[src/rtl/etm_params.svh]
// Purpose: named offsets, fields, reset values and counts of the timer
// Assumes: 32-bit Avalon-MM data, byte addresses
// Notes:   definitions only
`ifndef ETM_PARAMS_SVH
`define ETM_PARAMS_SVH

// ****************************************
// register byte offsets
// ****************************************
`define ETM_OFS_CTRL      8'h00
`define ETM_OFS_CMPA      8'h04
`define ETM_OFS_CMPB      8'h08
`define ETM_OFS_STAT      8'h0c
`define ETM_OFS_COUNT     8'h10

// ****************************************
// control register field positions
// ****************************************
`define ETM_F_AMODE_LO    0
`define ETM_F_AMODE_HI    1
`define ETM_F_BMODE_LO    2
`define ETM_F_BMODE_HI    3
`define ETM_F_AFUNC_LO    4
`define ETM_F_AFUNC_HI    5
`define ETM_F_BFUNC_LO    6
`define ETM_F_BFUNC_HI    7
`define ETM_F_ALIGN_LO    8
`define ETM_F_ALIGN_HI    9
`define ETM_F_CLRSEL      10
`define ETM_F_RUN         11
`define ETM_F_CODE_LO     12
`define ETM_F_CODE_HI     14
`define ETM_F_AINIT       15
`define ETM_F_BINIT       16
`define ETM_F_APOL        17
`define ETM_F_BPOL        18
`define ETM_CTRL_W        19

// status flag positions
`define ETM_F_FLAG_A      0
`define ETM_F_FLAG_B      1
`define ETM_F_FLAG_P      2

// ****************************************
// field encodings and values
// ****************************************
`define ETM_MODE_PWM      2'h2
`define ETM_MODE_CAP      2'h1
`define ETM_FUNC_LOW      2'h0
`define ETM_FUNC_HIGH     2'h1
`define ETM_FUNC_WAVE     2'h2
`define ETM_FUNC_PULSE    2'h3
`define ETM_EDGE_RISE     2'h0
`define ETM_EDGE_FALL     2'h1
`define ETM_EDGE_BOTH     2'h2
`define ETM_ALIGN_CENTRE  2'h3
`define ETM_CODE_SHIFT    7
`define ETM_EDGE_ZERO_PER 11'h400
`define ETM_CTR_ZERO_HALF 10'h3ff
`define ETM_CTRL_RST      19'h00000
`define ETM_CMP_RST       10'h000

`endif

[src/rtl/etm_pkg.sv]
// Purpose: types shared by the timer
// Assumes: nothing
// Notes:   operating modes decoded from the mode and pin-function fields
package etm_pkg;

  typedef enum logic [1:0] {
    ETM_OP_IDLE  = 2'b00,
    ETM_OP_PWM   = 2'b01,
    ETM_OP_PULSE = 2'b10,
    ETM_OP_CAP   = 2'b11
  } etm_op_e;

  typedef logic [31:0] etm_word_t;

endpackage

[src/rtl/etm_timer.sv]
// Purpose: PWM, single pulse and input capture timer with Avalon-MM slave
// Assumes: pins synchronous to mclk_i; en_i low freezes everything
// Notes:   one wait state on every bus access
`timescale 1ns/10ps
`default_nettype none
`include "etm_params.svh"

// Operation
// - duty at or above period gives 100%
// - edge, clear select: period A, duty B
// - centre, coarse: period 256 x code, 2046
// - centre, clear select: period 2xA, duty 2xB-1
// - alignment field 11 selects centre PWM
// - waveform keeps running while pin forced
// - centre: period flag when counting down zero
// - run rise starts counter and pulse A
// - comparator B match starts pulse B
// - trigger pin edge sets run bit
// - A match or run clear ends pulses
// - A and B matches raise flags
// - pulse counter zeroed only on run rise
// - capture mode 01, run rise starts counter
// - active pin edge captures counter, flags
// - capture: free run, coarse match wraps, flags
// - coarse code zero wraps at maximum count
// - edge select 11 disables channel capture
// - capture works even if pin drives
// - capture ignores clear select, levels, polarity
module etm_timer
  import etm_pkg::*;
#(
  parameter int CNT_W = 10
)(
  input  wire logic             mclk_i,
  input  wire logic             rst_b_i,
  input  wire logic             en_i,
  input  wire logic [7:0]       avs_address_i,
  input  wire logic             avs_read_i,
  input  wire logic             avs_write_i,
  input  wire etm_pkg::etm_word_t avs_writedata_i,
  output var  etm_pkg::etm_word_t avs_readdata_o,
  output var  logic             avs_waitrequest_o,
  input  wire logic             channel_a_pin_i,
  input  wire logic             channel_b_pin_first_i,
  input  wire logic             external_trigger_pin_i,
  output var  logic             channel_a_pin_o,
  output var  logic             channel_a_pin_oe_o,
  output var  logic             channel_b_pin_first_o,
  output var  logic             channel_b_pin_second_o,
  output var  logic             channel_b_pin_oe_o
);
  import etm_pkg::*;

  // ****************************************
  // registers and decode
  // ****************************************
  logic [`ETM_CTRL_W-1:0] ctrl_q;
  logic [CNT_W-1:0]       cmpa_q;
  logic [CNT_W-1:0]       cmpb_q;
  logic [2:0]             flag_q;
  logic [CNT_W-1:0]       cnt_q;
  logic                   down_q;
  logic                   run_prev_q;
  logic                   pulse_b_q;
  logic                   pin_a_prev_q;
  logic                   pin_b_prev_q;
  logic                   trig_prev_q;
  logic                   wait_q;
  etm_word_t              rdata_q;
  etm_op_e                op;

  logic [1:0] a_mode;
  logic [1:0] b_mode;
  logic [1:0] a_func;
  logic [1:0] b_func;
  logic       centre;
  logic       clr_sel;
  logic       run;
  logic [2:0] code;
  logic       acc_wr;
  logic       run_rise;
  logic       trig_rise;

  assign a_mode  = ctrl_q[`ETM_F_AMODE_HI:`ETM_F_AMODE_LO];
  assign b_mode  = ctrl_q[`ETM_F_BMODE_HI:`ETM_F_BMODE_LO];
  assign a_func  = ctrl_q[`ETM_F_AFUNC_HI:`ETM_F_AFUNC_LO];
  assign b_func  = ctrl_q[`ETM_F_BFUNC_HI:`ETM_F_BFUNC_LO];
  assign centre  = (ctrl_q[`ETM_F_ALIGN_HI:`ETM_F_ALIGN_LO] == `ETM_ALIGN_CENTRE);
  assign clr_sel = ctrl_q[`ETM_F_CLRSEL];
  assign run     = ctrl_q[`ETM_F_RUN];
  assign code    = ctrl_q[`ETM_F_CODE_HI:`ETM_F_CODE_LO];
  assign acc_wr  = en_i && avs_write_i && !wait_q;
  assign run_rise  = run && !run_prev_q;
  assign trig_rise = external_trigger_pin_i && !trig_prev_q;

  // mode decode from both channel fields
  always_comb
  begin
    op = ETM_OP_IDLE;
    if ((a_mode == `ETM_MODE_CAP) && (b_mode == `ETM_MODE_CAP))
      op = ETM_OP_CAP;
    else if ((a_mode == `ETM_MODE_PWM) && (b_mode == `ETM_MODE_PWM))
    begin
      if ((a_func == `ETM_FUNC_PULSE) && (b_func == `ETM_FUNC_PULSE))
        op = ETM_OP_PULSE;
      else
        op = ETM_OP_PWM;
    end
  end

  // ****************************************
  // period, half period and duty compare
  // ****************************************
  logic [10:0]      edge_per;
  logic [CNT_W-1:0] half;
  logic [CNT_W-1:0] cap_lim;
  logic [10:0]      cnt_ext;
  logic             edge_wrap;
  logic             act_a;
  logic             act_b;
  logic             match_a;
  logic             match_b;

  assign cnt_ext = {1'b0, cnt_q};

  always_comb
  begin
    if (clr_sel)
      edge_per = {1'b0, cmpa_q};
    else if (code == 3'h0)
      edge_per = `ETM_EDGE_ZERO_PER;
    else
      edge_per = 11'(code) << `ETM_CODE_SHIFT;
    if (clr_sel)
      half = cmpa_q;
    else if (code == 3'h0)
      half = `ETM_CTR_ZERO_HALF;
    else
      half = CNT_W'(code) << `ETM_CODE_SHIFT;
    if (code == 3'h0)
      cap_lim = {CNT_W{1'b1}};
    else
      cap_lim = (CNT_W'(code) << `ETM_CODE_SHIFT) - CNT_W'(1);
  end

  assign edge_wrap = (cnt_ext + 11'h001) >= edge_per;
  assign match_a   = (cnt_q == cmpa_q);
  assign match_b   = (cnt_q == cmpb_q);

  // active phase: counter below duty; duty at or above period means always
  always_comb
  begin
    if (centre)
    begin
      act_a = (cmpa_q >= half) || (cnt_q < cmpa_q);
      act_b = (cmpb_q >= half) || (cnt_q < cmpb_q);
    end
    else
    begin
      act_a = ({1'b0, cmpa_q} >= edge_per) || (cnt_q < cmpa_q);
      act_b = ({1'b0, cmpb_q} >= edge_per) || (cnt_q < cmpb_q);
    end
    if (clr_sel)
      act_a = 1'b0;
  end

  // ****************************************
  // counter
  // ****************************************
  always_ff @(posedge mclk_i or negedge rst_b_i)
  begin
    if (!rst_b_i)
    begin
      cnt_q  <= `ETM_CMP_RST;
      down_q <= 1'b0;
    end
    else if (en_i)
    begin
      if (!run || run_rise || (op == ETM_OP_IDLE))
      begin
        if (run_rise)
          cnt_q <= `ETM_CMP_RST;
        down_q <= 1'b0;
      end
      else
      begin
        case (op)
          ETM_OP_PWM:
          begin
            if (centre)
            begin
              if (!down_q)
              begin
                cnt_q <= cnt_q + CNT_W'(1);
                if ((cnt_q + CNT_W'(1)) >= half)
                  down_q <= 1'b1;
              end
              else
              begin
                cnt_q <= cnt_q - CNT_W'(1);
                if (cnt_q <= CNT_W'(1))
                  down_q <= 1'b0;
              end
            end
            else if (edge_wrap)
              cnt_q <= `ETM_CMP_RST;
            else
              cnt_q <= cnt_q + CNT_W'(1);
          end
          ETM_OP_PULSE:
          begin
            if (cnt_q != {CNT_W{1'b1}})
              cnt_q <= cnt_q + CNT_W'(1);
          end
          ETM_OP_CAP:
          begin
            if (cnt_q == cap_lim)
              cnt_q <= `ETM_CMP_RST;
            else
              cnt_q <= cnt_q + CNT_W'(1);
          end
          default:
            cnt_q <= cnt_q;
        endcase
      end
    end
  end

  // ****************************************
  // edge history of pins and run bit
  // ****************************************
  always_ff @(posedge mclk_i or negedge rst_b_i)
  begin
    if (!rst_b_i)
    begin
      run_prev_q   <= 1'b0;
      pin_a_prev_q <= 1'b0;
      pin_b_prev_q <= 1'b0;
      trig_prev_q  <= 1'b0;
    end
    else if (en_i)
    begin
      run_prev_q   <= run;
      pin_a_prev_q <= channel_a_pin_i;
      pin_b_prev_q <= channel_b_pin_first_i;
      trig_prev_q  <= external_trigger_pin_i;
    end
  end

  // ****************************************
  // capture events, per channel
  // ****************************************
  logic [1:0] cap_pin;
  logic [1:0] cap_prev;
  logic [1:0] cap_sel [2];
  logic [1:0] cap_hit;

  assign cap_pin    = {channel_b_pin_first_i, channel_a_pin_i};
  assign cap_prev   = {pin_b_prev_q, pin_a_prev_q};
  assign cap_sel[0] = a_func;
  assign cap_sel[1] = b_func;

  // pin sampled regardless of its drive direction
  genvar gi;
  generate
    for (gi = 0; gi < 2; gi++)
    begin : g_cap
      always_comb
      begin
        cap_hit[gi] = 1'b0;
        if ((op == ETM_OP_CAP) && run)
        begin
          case (cap_sel[gi])
            `ETM_EDGE_RISE: cap_hit[gi] = cap_pin[gi] && !cap_prev[gi];
            `ETM_EDGE_FALL: cap_hit[gi] = !cap_pin[gi] && cap_prev[gi];
            `ETM_EDGE_BOTH: cap_hit[gi] = cap_pin[gi] ^ cap_prev[gi];
            default:        cap_hit[gi] = 1'b0;
          endcase
        end
      end
    end
  endgenerate

  // ****************************************
  // event flags
  // ****************************************
  logic [2:0] flag_set;

  always_comb
  begin
    flag_set = 3'h0;
    if (run && !run_rise)
    begin
      case (op)
        ETM_OP_PWM:
        begin
          flag_set[`ETM_F_FLAG_A] = match_a;
          flag_set[`ETM_F_FLAG_B] = match_b;
          if (centre)
            flag_set[`ETM_F_FLAG_P] = down_q && (cnt_q == CNT_W'(1));
          else
            flag_set[`ETM_F_FLAG_P] = edge_wrap && !clr_sel;
        end
        ETM_OP_PULSE:
        begin
          flag_set[`ETM_F_FLAG_A] = match_a;
          flag_set[`ETM_F_FLAG_B] = match_b;
        end
        ETM_OP_CAP:
        begin
          flag_set[`ETM_F_FLAG_A] = cap_hit[0];
          flag_set[`ETM_F_FLAG_B] = cap_hit[1];
          flag_set[`ETM_F_FLAG_P] = (cnt_q == cap_lim);
        end
        default:
          flag_set = 3'h0;
      endcase
    end
  end

  // write one to clear; a new event in the same cycle wins
  always_ff @(posedge mclk_i or negedge rst_b_i)
  begin
    if (!rst_b_i)
      flag_q <= 3'h0;
    else if (en_i)
    begin
      if (acc_wr && (avs_address_i == `ETM_OFS_STAT))
        flag_q <= (flag_q & ~avs_writedata_i[2:0]) | flag_set;
      else
        flag_q <= flag_q | flag_set;
    end
  end

  // ****************************************
  // control register, run bit automation
  // ****************************************
  logic pulse_end;

  assign pulse_end = (op == ETM_OP_PULSE) && run && !run_rise && match_a;

  always_ff @(posedge mclk_i or negedge rst_b_i)
  begin
    if (!rst_b_i)
      ctrl_q <= `ETM_CTRL_RST;
    else if (en_i)
    begin
      if (acc_wr && (avs_address_i == `ETM_OFS_CTRL))
        ctrl_q <= avs_writedata_i[`ETM_CTRL_W-1:0];
      if ((op == ETM_OP_PULSE) && trig_rise && !run)
        ctrl_q[`ETM_F_RUN] <= 1'b1;
      else if (pulse_end)
        ctrl_q[`ETM_F_RUN] <= 1'b0;
    end
  end

  // ****************************************
  // compare registers, loaded by capture too
  // ****************************************
  always_ff @(posedge mclk_i or negedge rst_b_i)
  begin
    if (!rst_b_i)
    begin
      cmpa_q <= `ETM_CMP_RST;
      cmpb_q <= `ETM_CMP_RST;
    end
    else if (en_i)
    begin
      if (cap_hit[0])
        cmpa_q <= cnt_q;
      else if (acc_wr && (avs_address_i == `ETM_OFS_CMPA))
        cmpa_q <= avs_writedata_i[CNT_W-1:0];
      if (cap_hit[1])
        cmpb_q <= cnt_q;
      else if (acc_wr && (avs_address_i == `ETM_OFS_CMPB))
        cmpb_q <= avs_writedata_i[CNT_W-1:0];
    end
  end

  // ****************************************
  // single pulse channel B state
  // ****************************************
  always_ff @(posedge mclk_i or negedge rst_b_i)
  begin
    if (!rst_b_i)
      pulse_b_q <= 1'b0;
    else if (en_i)
    begin
      if (!run || run_rise || pulse_end || (op != ETM_OP_PULSE))
        pulse_b_q <= 1'b0;
      else if (match_b)
        pulse_b_q <= 1'b1;
    end
  end

  // ****************************************
  // pin outputs
  // ****************************************
  logic lvl_a;
  logic lvl_b;
  logic wave_a;
  logic wave_b;

  // active level follows initial level, then optional inversion
  assign wave_a = (act_a == ctrl_q[`ETM_F_AINIT]) ^ ctrl_q[`ETM_F_APOL];
  assign wave_b = (act_b == ctrl_q[`ETM_F_BINIT]) ^ ctrl_q[`ETM_F_BPOL];

  always_comb
  begin
    lvl_a = 1'b0;
    lvl_b = 1'b0;
    case (op)
      ETM_OP_PWM:
      begin
        case (a_func)
          `ETM_FUNC_LOW:  lvl_a = 1'b0;
          `ETM_FUNC_HIGH: lvl_a = 1'b1;
          default:        lvl_a = wave_a;
        endcase
        case (b_func)
          `ETM_FUNC_LOW:  lvl_b = 1'b0;
          `ETM_FUNC_HIGH: lvl_b = 1'b1;
          default:        lvl_b = wave_b;
        endcase
      end
      ETM_OP_PULSE:
      begin
        lvl_a = ((run && !run_rise) == ctrl_q[`ETM_F_AINIT]) ^ ctrl_q[`ETM_F_APOL];
        lvl_b = (pulse_b_q == ctrl_q[`ETM_F_BINIT]) ^ ctrl_q[`ETM_F_BPOL];
      end
      default:
      begin
        lvl_a = 1'b0;
        lvl_b = 1'b0;
      end
    endcase
  end

  always_ff @(posedge mclk_i or negedge rst_b_i)
  begin
    if (!rst_b_i)
    begin
      channel_a_pin_o        <= 1'b0;
      channel_a_pin_oe_o     <= 1'b0;
      channel_b_pin_first_o  <= 1'b0;
      channel_b_pin_second_o <= 1'b0;
      channel_b_pin_oe_o     <= 1'b0;
    end
    else if (en_i)
    begin
      channel_a_pin_o        <= lvl_a;
      channel_a_pin_oe_o     <= (op == ETM_OP_PULSE) || ((op == ETM_OP_PWM) && !clr_sel);
      channel_b_pin_first_o  <= lvl_b;
      channel_b_pin_second_o <= lvl_b;
      channel_b_pin_oe_o     <= (op == ETM_OP_PULSE) || (op == ETM_OP_PWM);
    end
  end

  // ****************************************
  // Avalon-MM slave, one wait state
  // ****************************************
  always_ff @(posedge mclk_i or negedge rst_b_i)
  begin
    if (!rst_b_i)
    begin
      wait_q  <= 1'b1;
      rdata_q <= 32'h0000_0000;
    end
    else if (en_i)
    begin
      if ((avs_read_i || avs_write_i) && wait_q)
      begin
        wait_q <= 1'b0;
        case (avs_address_i)
          `ETM_OFS_CTRL:  rdata_q <= 32'(ctrl_q);
          `ETM_OFS_CMPA:  rdata_q <= 32'(cmpa_q);
          `ETM_OFS_CMPB:  rdata_q <= 32'(cmpb_q);
          `ETM_OFS_STAT:  rdata_q <= 32'(flag_q);
          `ETM_OFS_COUNT: rdata_q <= 32'(cnt_q);
          default:        rdata_q <= 32'h0000_0000;
        endcase
      end
      else
        wait_q <= 1'b1;
    end
  end

  assign avs_readdata_o    = rdata_q;
  assign avs_waitrequest_o = wait_q;

endmodule
`default_nettype wire

[config.mk]
export PLATFORM = sky130hd
export DESIGN_NAME = etm_timer
export DESIGN_NICKNAME = d
export VERILOG_FILES = /design/src/rtl/etm_pkg.sv /design/src/rtl/etm_timer.sv
export VERILOG_INCLUDE_DIRS = /design/src /design/src/rtl
export SDC_FILE = /design/constraint.sdc
export NUM_CORES = 1
export LEC_CHECK = 0
export CORE_MARGIN = 2
export CORE_UTILIZATION = 40
export CTS_BUF_LIST = sky130_fd_sc_hd__clkbuf_8
export DETAILED_ROUTE_END_ITERATION = 10
export DONT_BUFFER_PORTS = 1
export PLACE_DENSITY = 0.6
export SYNTH_ARGS = -nofsm -noshare
export SYNTH_HDL_FRONTEND = slang
export SYNTH_SLANG_ARGS = --single-unit
[constraint.sdc]
create_clock -name mclk_i -period 3.3 [get_ports mclk_i]
set_clock_uncertainty 0.05 [all_clocks]
set_input_delay 0.495 -clock mclk_i [delete_from_list [all_inputs] [get_ports mclk_i]]
set_output_delay 0.495 -clock mclk_i [all_outputs]
set_load 0.05 [all_outputs]
==> flow_summary_export.csv <==
group,metric,value,unit
outcome,status,"complete, no violations",
critical_path,cpMostUsedCell,"ha_1",
synth,synth_seq_area_share,30.9,%
layout,drive_gt1_share,14.2,%
layout,final_cells,1032,
synth,yosys_warnings,0,
grt,grt_remaining_overflow,0,
place,dp_hpwl,15900,um
routing,drcViolationCount,0,
layout,final_util,44.9,%
grt,grt_use_met3,5.75,%
critical_path,crit_path_top_delay_cell,"or4b_1",
layout,multi_input_area,4230,um2
critical_path,critPathArrivalTime,3.41,ns
floorplan,initial_core_util,40.5,%
critical_path,crit_chain,"ha_1 > and4_1 > nand2_1 > xnor2_2 > ha_1 > and3_1 > a221oi_2 > o21ai_1 > maj3_2 > o211ai_4 > or4b_1 > o21ai_0",
power,p_leak,3.22,nW
synth,syn_area_per_cell,8.47,um2
synth,synth_top_area_cell,"dfrtp_1",
floorplan,ios,86,
critical_path,worstSetupEndpointType,"flip-flop",
sta,max_freq,317,MHz
routing,first_pass_iters,5,
synth,synthCells,785,
sta,hold_viol_final,0,
routing,ant_nets,0,
hold_path,hp-class,"input pin to flip-flop",
sta,setup_viol,0,
grt,busiest_layer,"met2",
layout,diodes,0,
routing,routedWlPerCell,19.9,um
clocking,cts.clk_slew.worst_paths,0.09,ns
synth,synth.area.top_cells,"dfrtp_1, ha_1, nand2_1",
sta,slew_headroom,39.0,%
layout,nFillCells,1665,
place,io_buffer_count,0,
clocking,clock_latency,0.38,ns
floorplan,rows,47,
sta,tightest_slew,0.915,ns
critical_path,worstPathMaxFanout,4,
clocking,cts_root_buf,"clkbuf_8",
layout,areaGrowthSynthToFinish,10.8,%
layout,final_common_cell,"nand2_1",
place,place_inst,1010,
synth,syn-cell-area,6650,um2
critical_path,path_class,"flip-flop to flip-flop",
synth,ys_ff_latch,82,
clocking,htree_levels,3,
floorplan,die_h,133,um
synth,async_flop_share,100,%
layout,nets,926,
sta,post-route-period-util,95.7,%
floorplan,design.die.area,17700,um2
clocking,cts_tree,"built",
critical_path,critPathMaxStageDelay,0.45,ns
grt,use_met2,36.5,%
clocking,cts_num_sinks,82,
routing,drt-vias-per-instance,5.70,
grt,grt_antenna_before_repair,0,
synth,synth_ff_type,"dfrtp_1",
critical_path,cp.required,3.55,ns
clocking,cts_inserted_buffers,9,
routing,routed_wl,20500,um
critical_path,cp-start-kind,"flip-flop",
clocking,cts_buffer_depth,2,
floorplan,die_w,133,um
synth,synth_edf_count,0,
grt,grt_pass1_vias,5631,
flow_run,maxCapViolCount,0,
grt,use_met1,32.0,%
floorplan,core,16400,um2
power,irDropWorstVdd,0.175,mV
routing,drt-initial-drc-count,589,
power,power_density,274,nW/um2
synth,synth_top_area_share,30.5,%
grt,grt_use_total,23.4,%
synth,synth_cell_types,80,
grt,grt_max_degree,83,
sta,min_period,3.16,ns
grt,grt_pass1_wl,32100,um
place,gp_congestion,0.903,
sta,finalMaxSlewViolations,0,
routing,vias,5887,
layout,ff_latch_area,2060,um2
layout,layout_common_cells,"nand2_1, dfrtp_1, o21ai_0",
cells in the mapped netlist (4+ instances only):
library cell and instances:
a2111oi_0 5, a211oi_1 6, a21o_1 4, a21oi_1 28
a222oi_1 10, a22o_1 12, a31oi_1 7, and3_1 6
buf_2 5, buf_4 15, clkbuf_1 31, dfrtp_1 81
ha_1 71, inv_1 48, mux2_2 18, mux2i_1 20
nand2_1 118, nand2b_1 8, nand3_1 19, nand4_1 9
nor2_1 46, nor2b_1 9, nor3_1 5, o211ai_1 5
o21a_1 6, o21ai_0 79, o22ai_1 4, or2_2 7
or3_1 5, xnor2_1 16, xor2_1 4
layout make-up:
class | instances | share of cell area, %
clock buffer | 9 | 1.68
clock inverter | 7 | 0.713
inverter | 51 | 2.60
multi-input combinational | 608 | 57.4
sequential | 82 | 27.9
tap | 220 | 3.74
timing repair buffer | 55 | 6.01
registers in the layout, summed over array words and instances, names as in the netlist:
name	flops
cmpa_q	10
channel_a_pin_o	1
avs_readdata_o	19
pin_a_prev_q	1
flag_q	3
pin_b_prev_q	1
channel_b_pin_second_o	1
down_q	1
cnt_q	10
cmpb_q	10
ctrl_q	19
channel_a_pin_oe_o	1
pulse_b_q	1
trig_prev_q	1
avs_waitrequest_o	1
run_prev_q	1
channel_b_pin_oe_o	1
critical path, delay by kind of cell (launching register included):
family,cells,cell delay [ns]
AOI/OAI and AO/OA,4,0.63
adders and majority gates,3,0.86
and+or+nand+nor,4,1.00
DFF,1,0.40
xor gates and xnor gates,1,0.15
through the flow:
step | TNS [ns] | setup WS (ns) | total power, mW | area, um2 | hold slack [ns]
after global placement | 0 | 0.105 | 1.30 | 7060 | 0.151
after floorplan | 0 | 0.00152 | 1.25 | 6690 | 0.149
after CTS | 0 | 0.0383 | 2.03 | 7270 | 0.128
after global routing | -0.000416 | -0.000416 | 2.11 | 7370 | 0.131
after detailed placement | 0 | 0.0726 | 1.30 | 7060 | 0.151
final | 0 | 0.144 | 2.02 | 7370 | 0.160
worst paths after layout:
| kind | cells past startpoint | startpoint | endpoint | slack (ns) |
|---|---|---|---|---|
| min reg2reg | 1 | trig_prev_q | trig_prev_q | 0.46 |
| min in group asynchronous | 2 | rst_b_i | avs_readdata_o[15] | 0.62 |
| max reg2reg | 12 | cnt_q[0] | cnt_q[5] | 0.14 |
| max in group asynchronous | 2 | rst_b_i | cnt_q[5] | 2.20 |
| min | 1 | en_i | pulse_b_q | 0.16 |
| max | 12 | cnt_q[0] | cnt_q[5] | 0.14 |
where the power goes:
| group | internal, mW | switching (mW) | total [mW] |
|---|---|---|---|
| clock network | 0.277 | 0.428 | 0.705 |
| logic | 0.0918 | 0.168 | 0.259 |
| registers | 1.02 | 0.0333 | 1.05 |
| total | 1.39 | 0.628 | 2.02 |
routing by layer:
layer	vias to the layer above	wire length, um	share of wire, %
met2	200	9340	46
met5	-	0	0
li1	2849	-	-
met4	0	552	2.7
met3	38	1580	7.7
met1	2800	9020	44
cells by family after synthesis:
family	share of synthesized area, %
AO/OA/AOI/OAI	20.6
adder cells (fa/ha/maj)	13.8
flip-flops	30.9
multiplexers	6.06
other	0.0564
AND/OR/NAND/NOR	18.9
XOR/XNOR	2.63
buffers and inverters	7.02
timing repair:
item                       in CTS  in global routing
hold buffers                    2                  0
setup endpoints to repair       0                  9
gates resized for setup         0                 19
setup buffers                   0                  4
hold endpoints to repair       82                  0
Power figures use the tool's default switching activity.
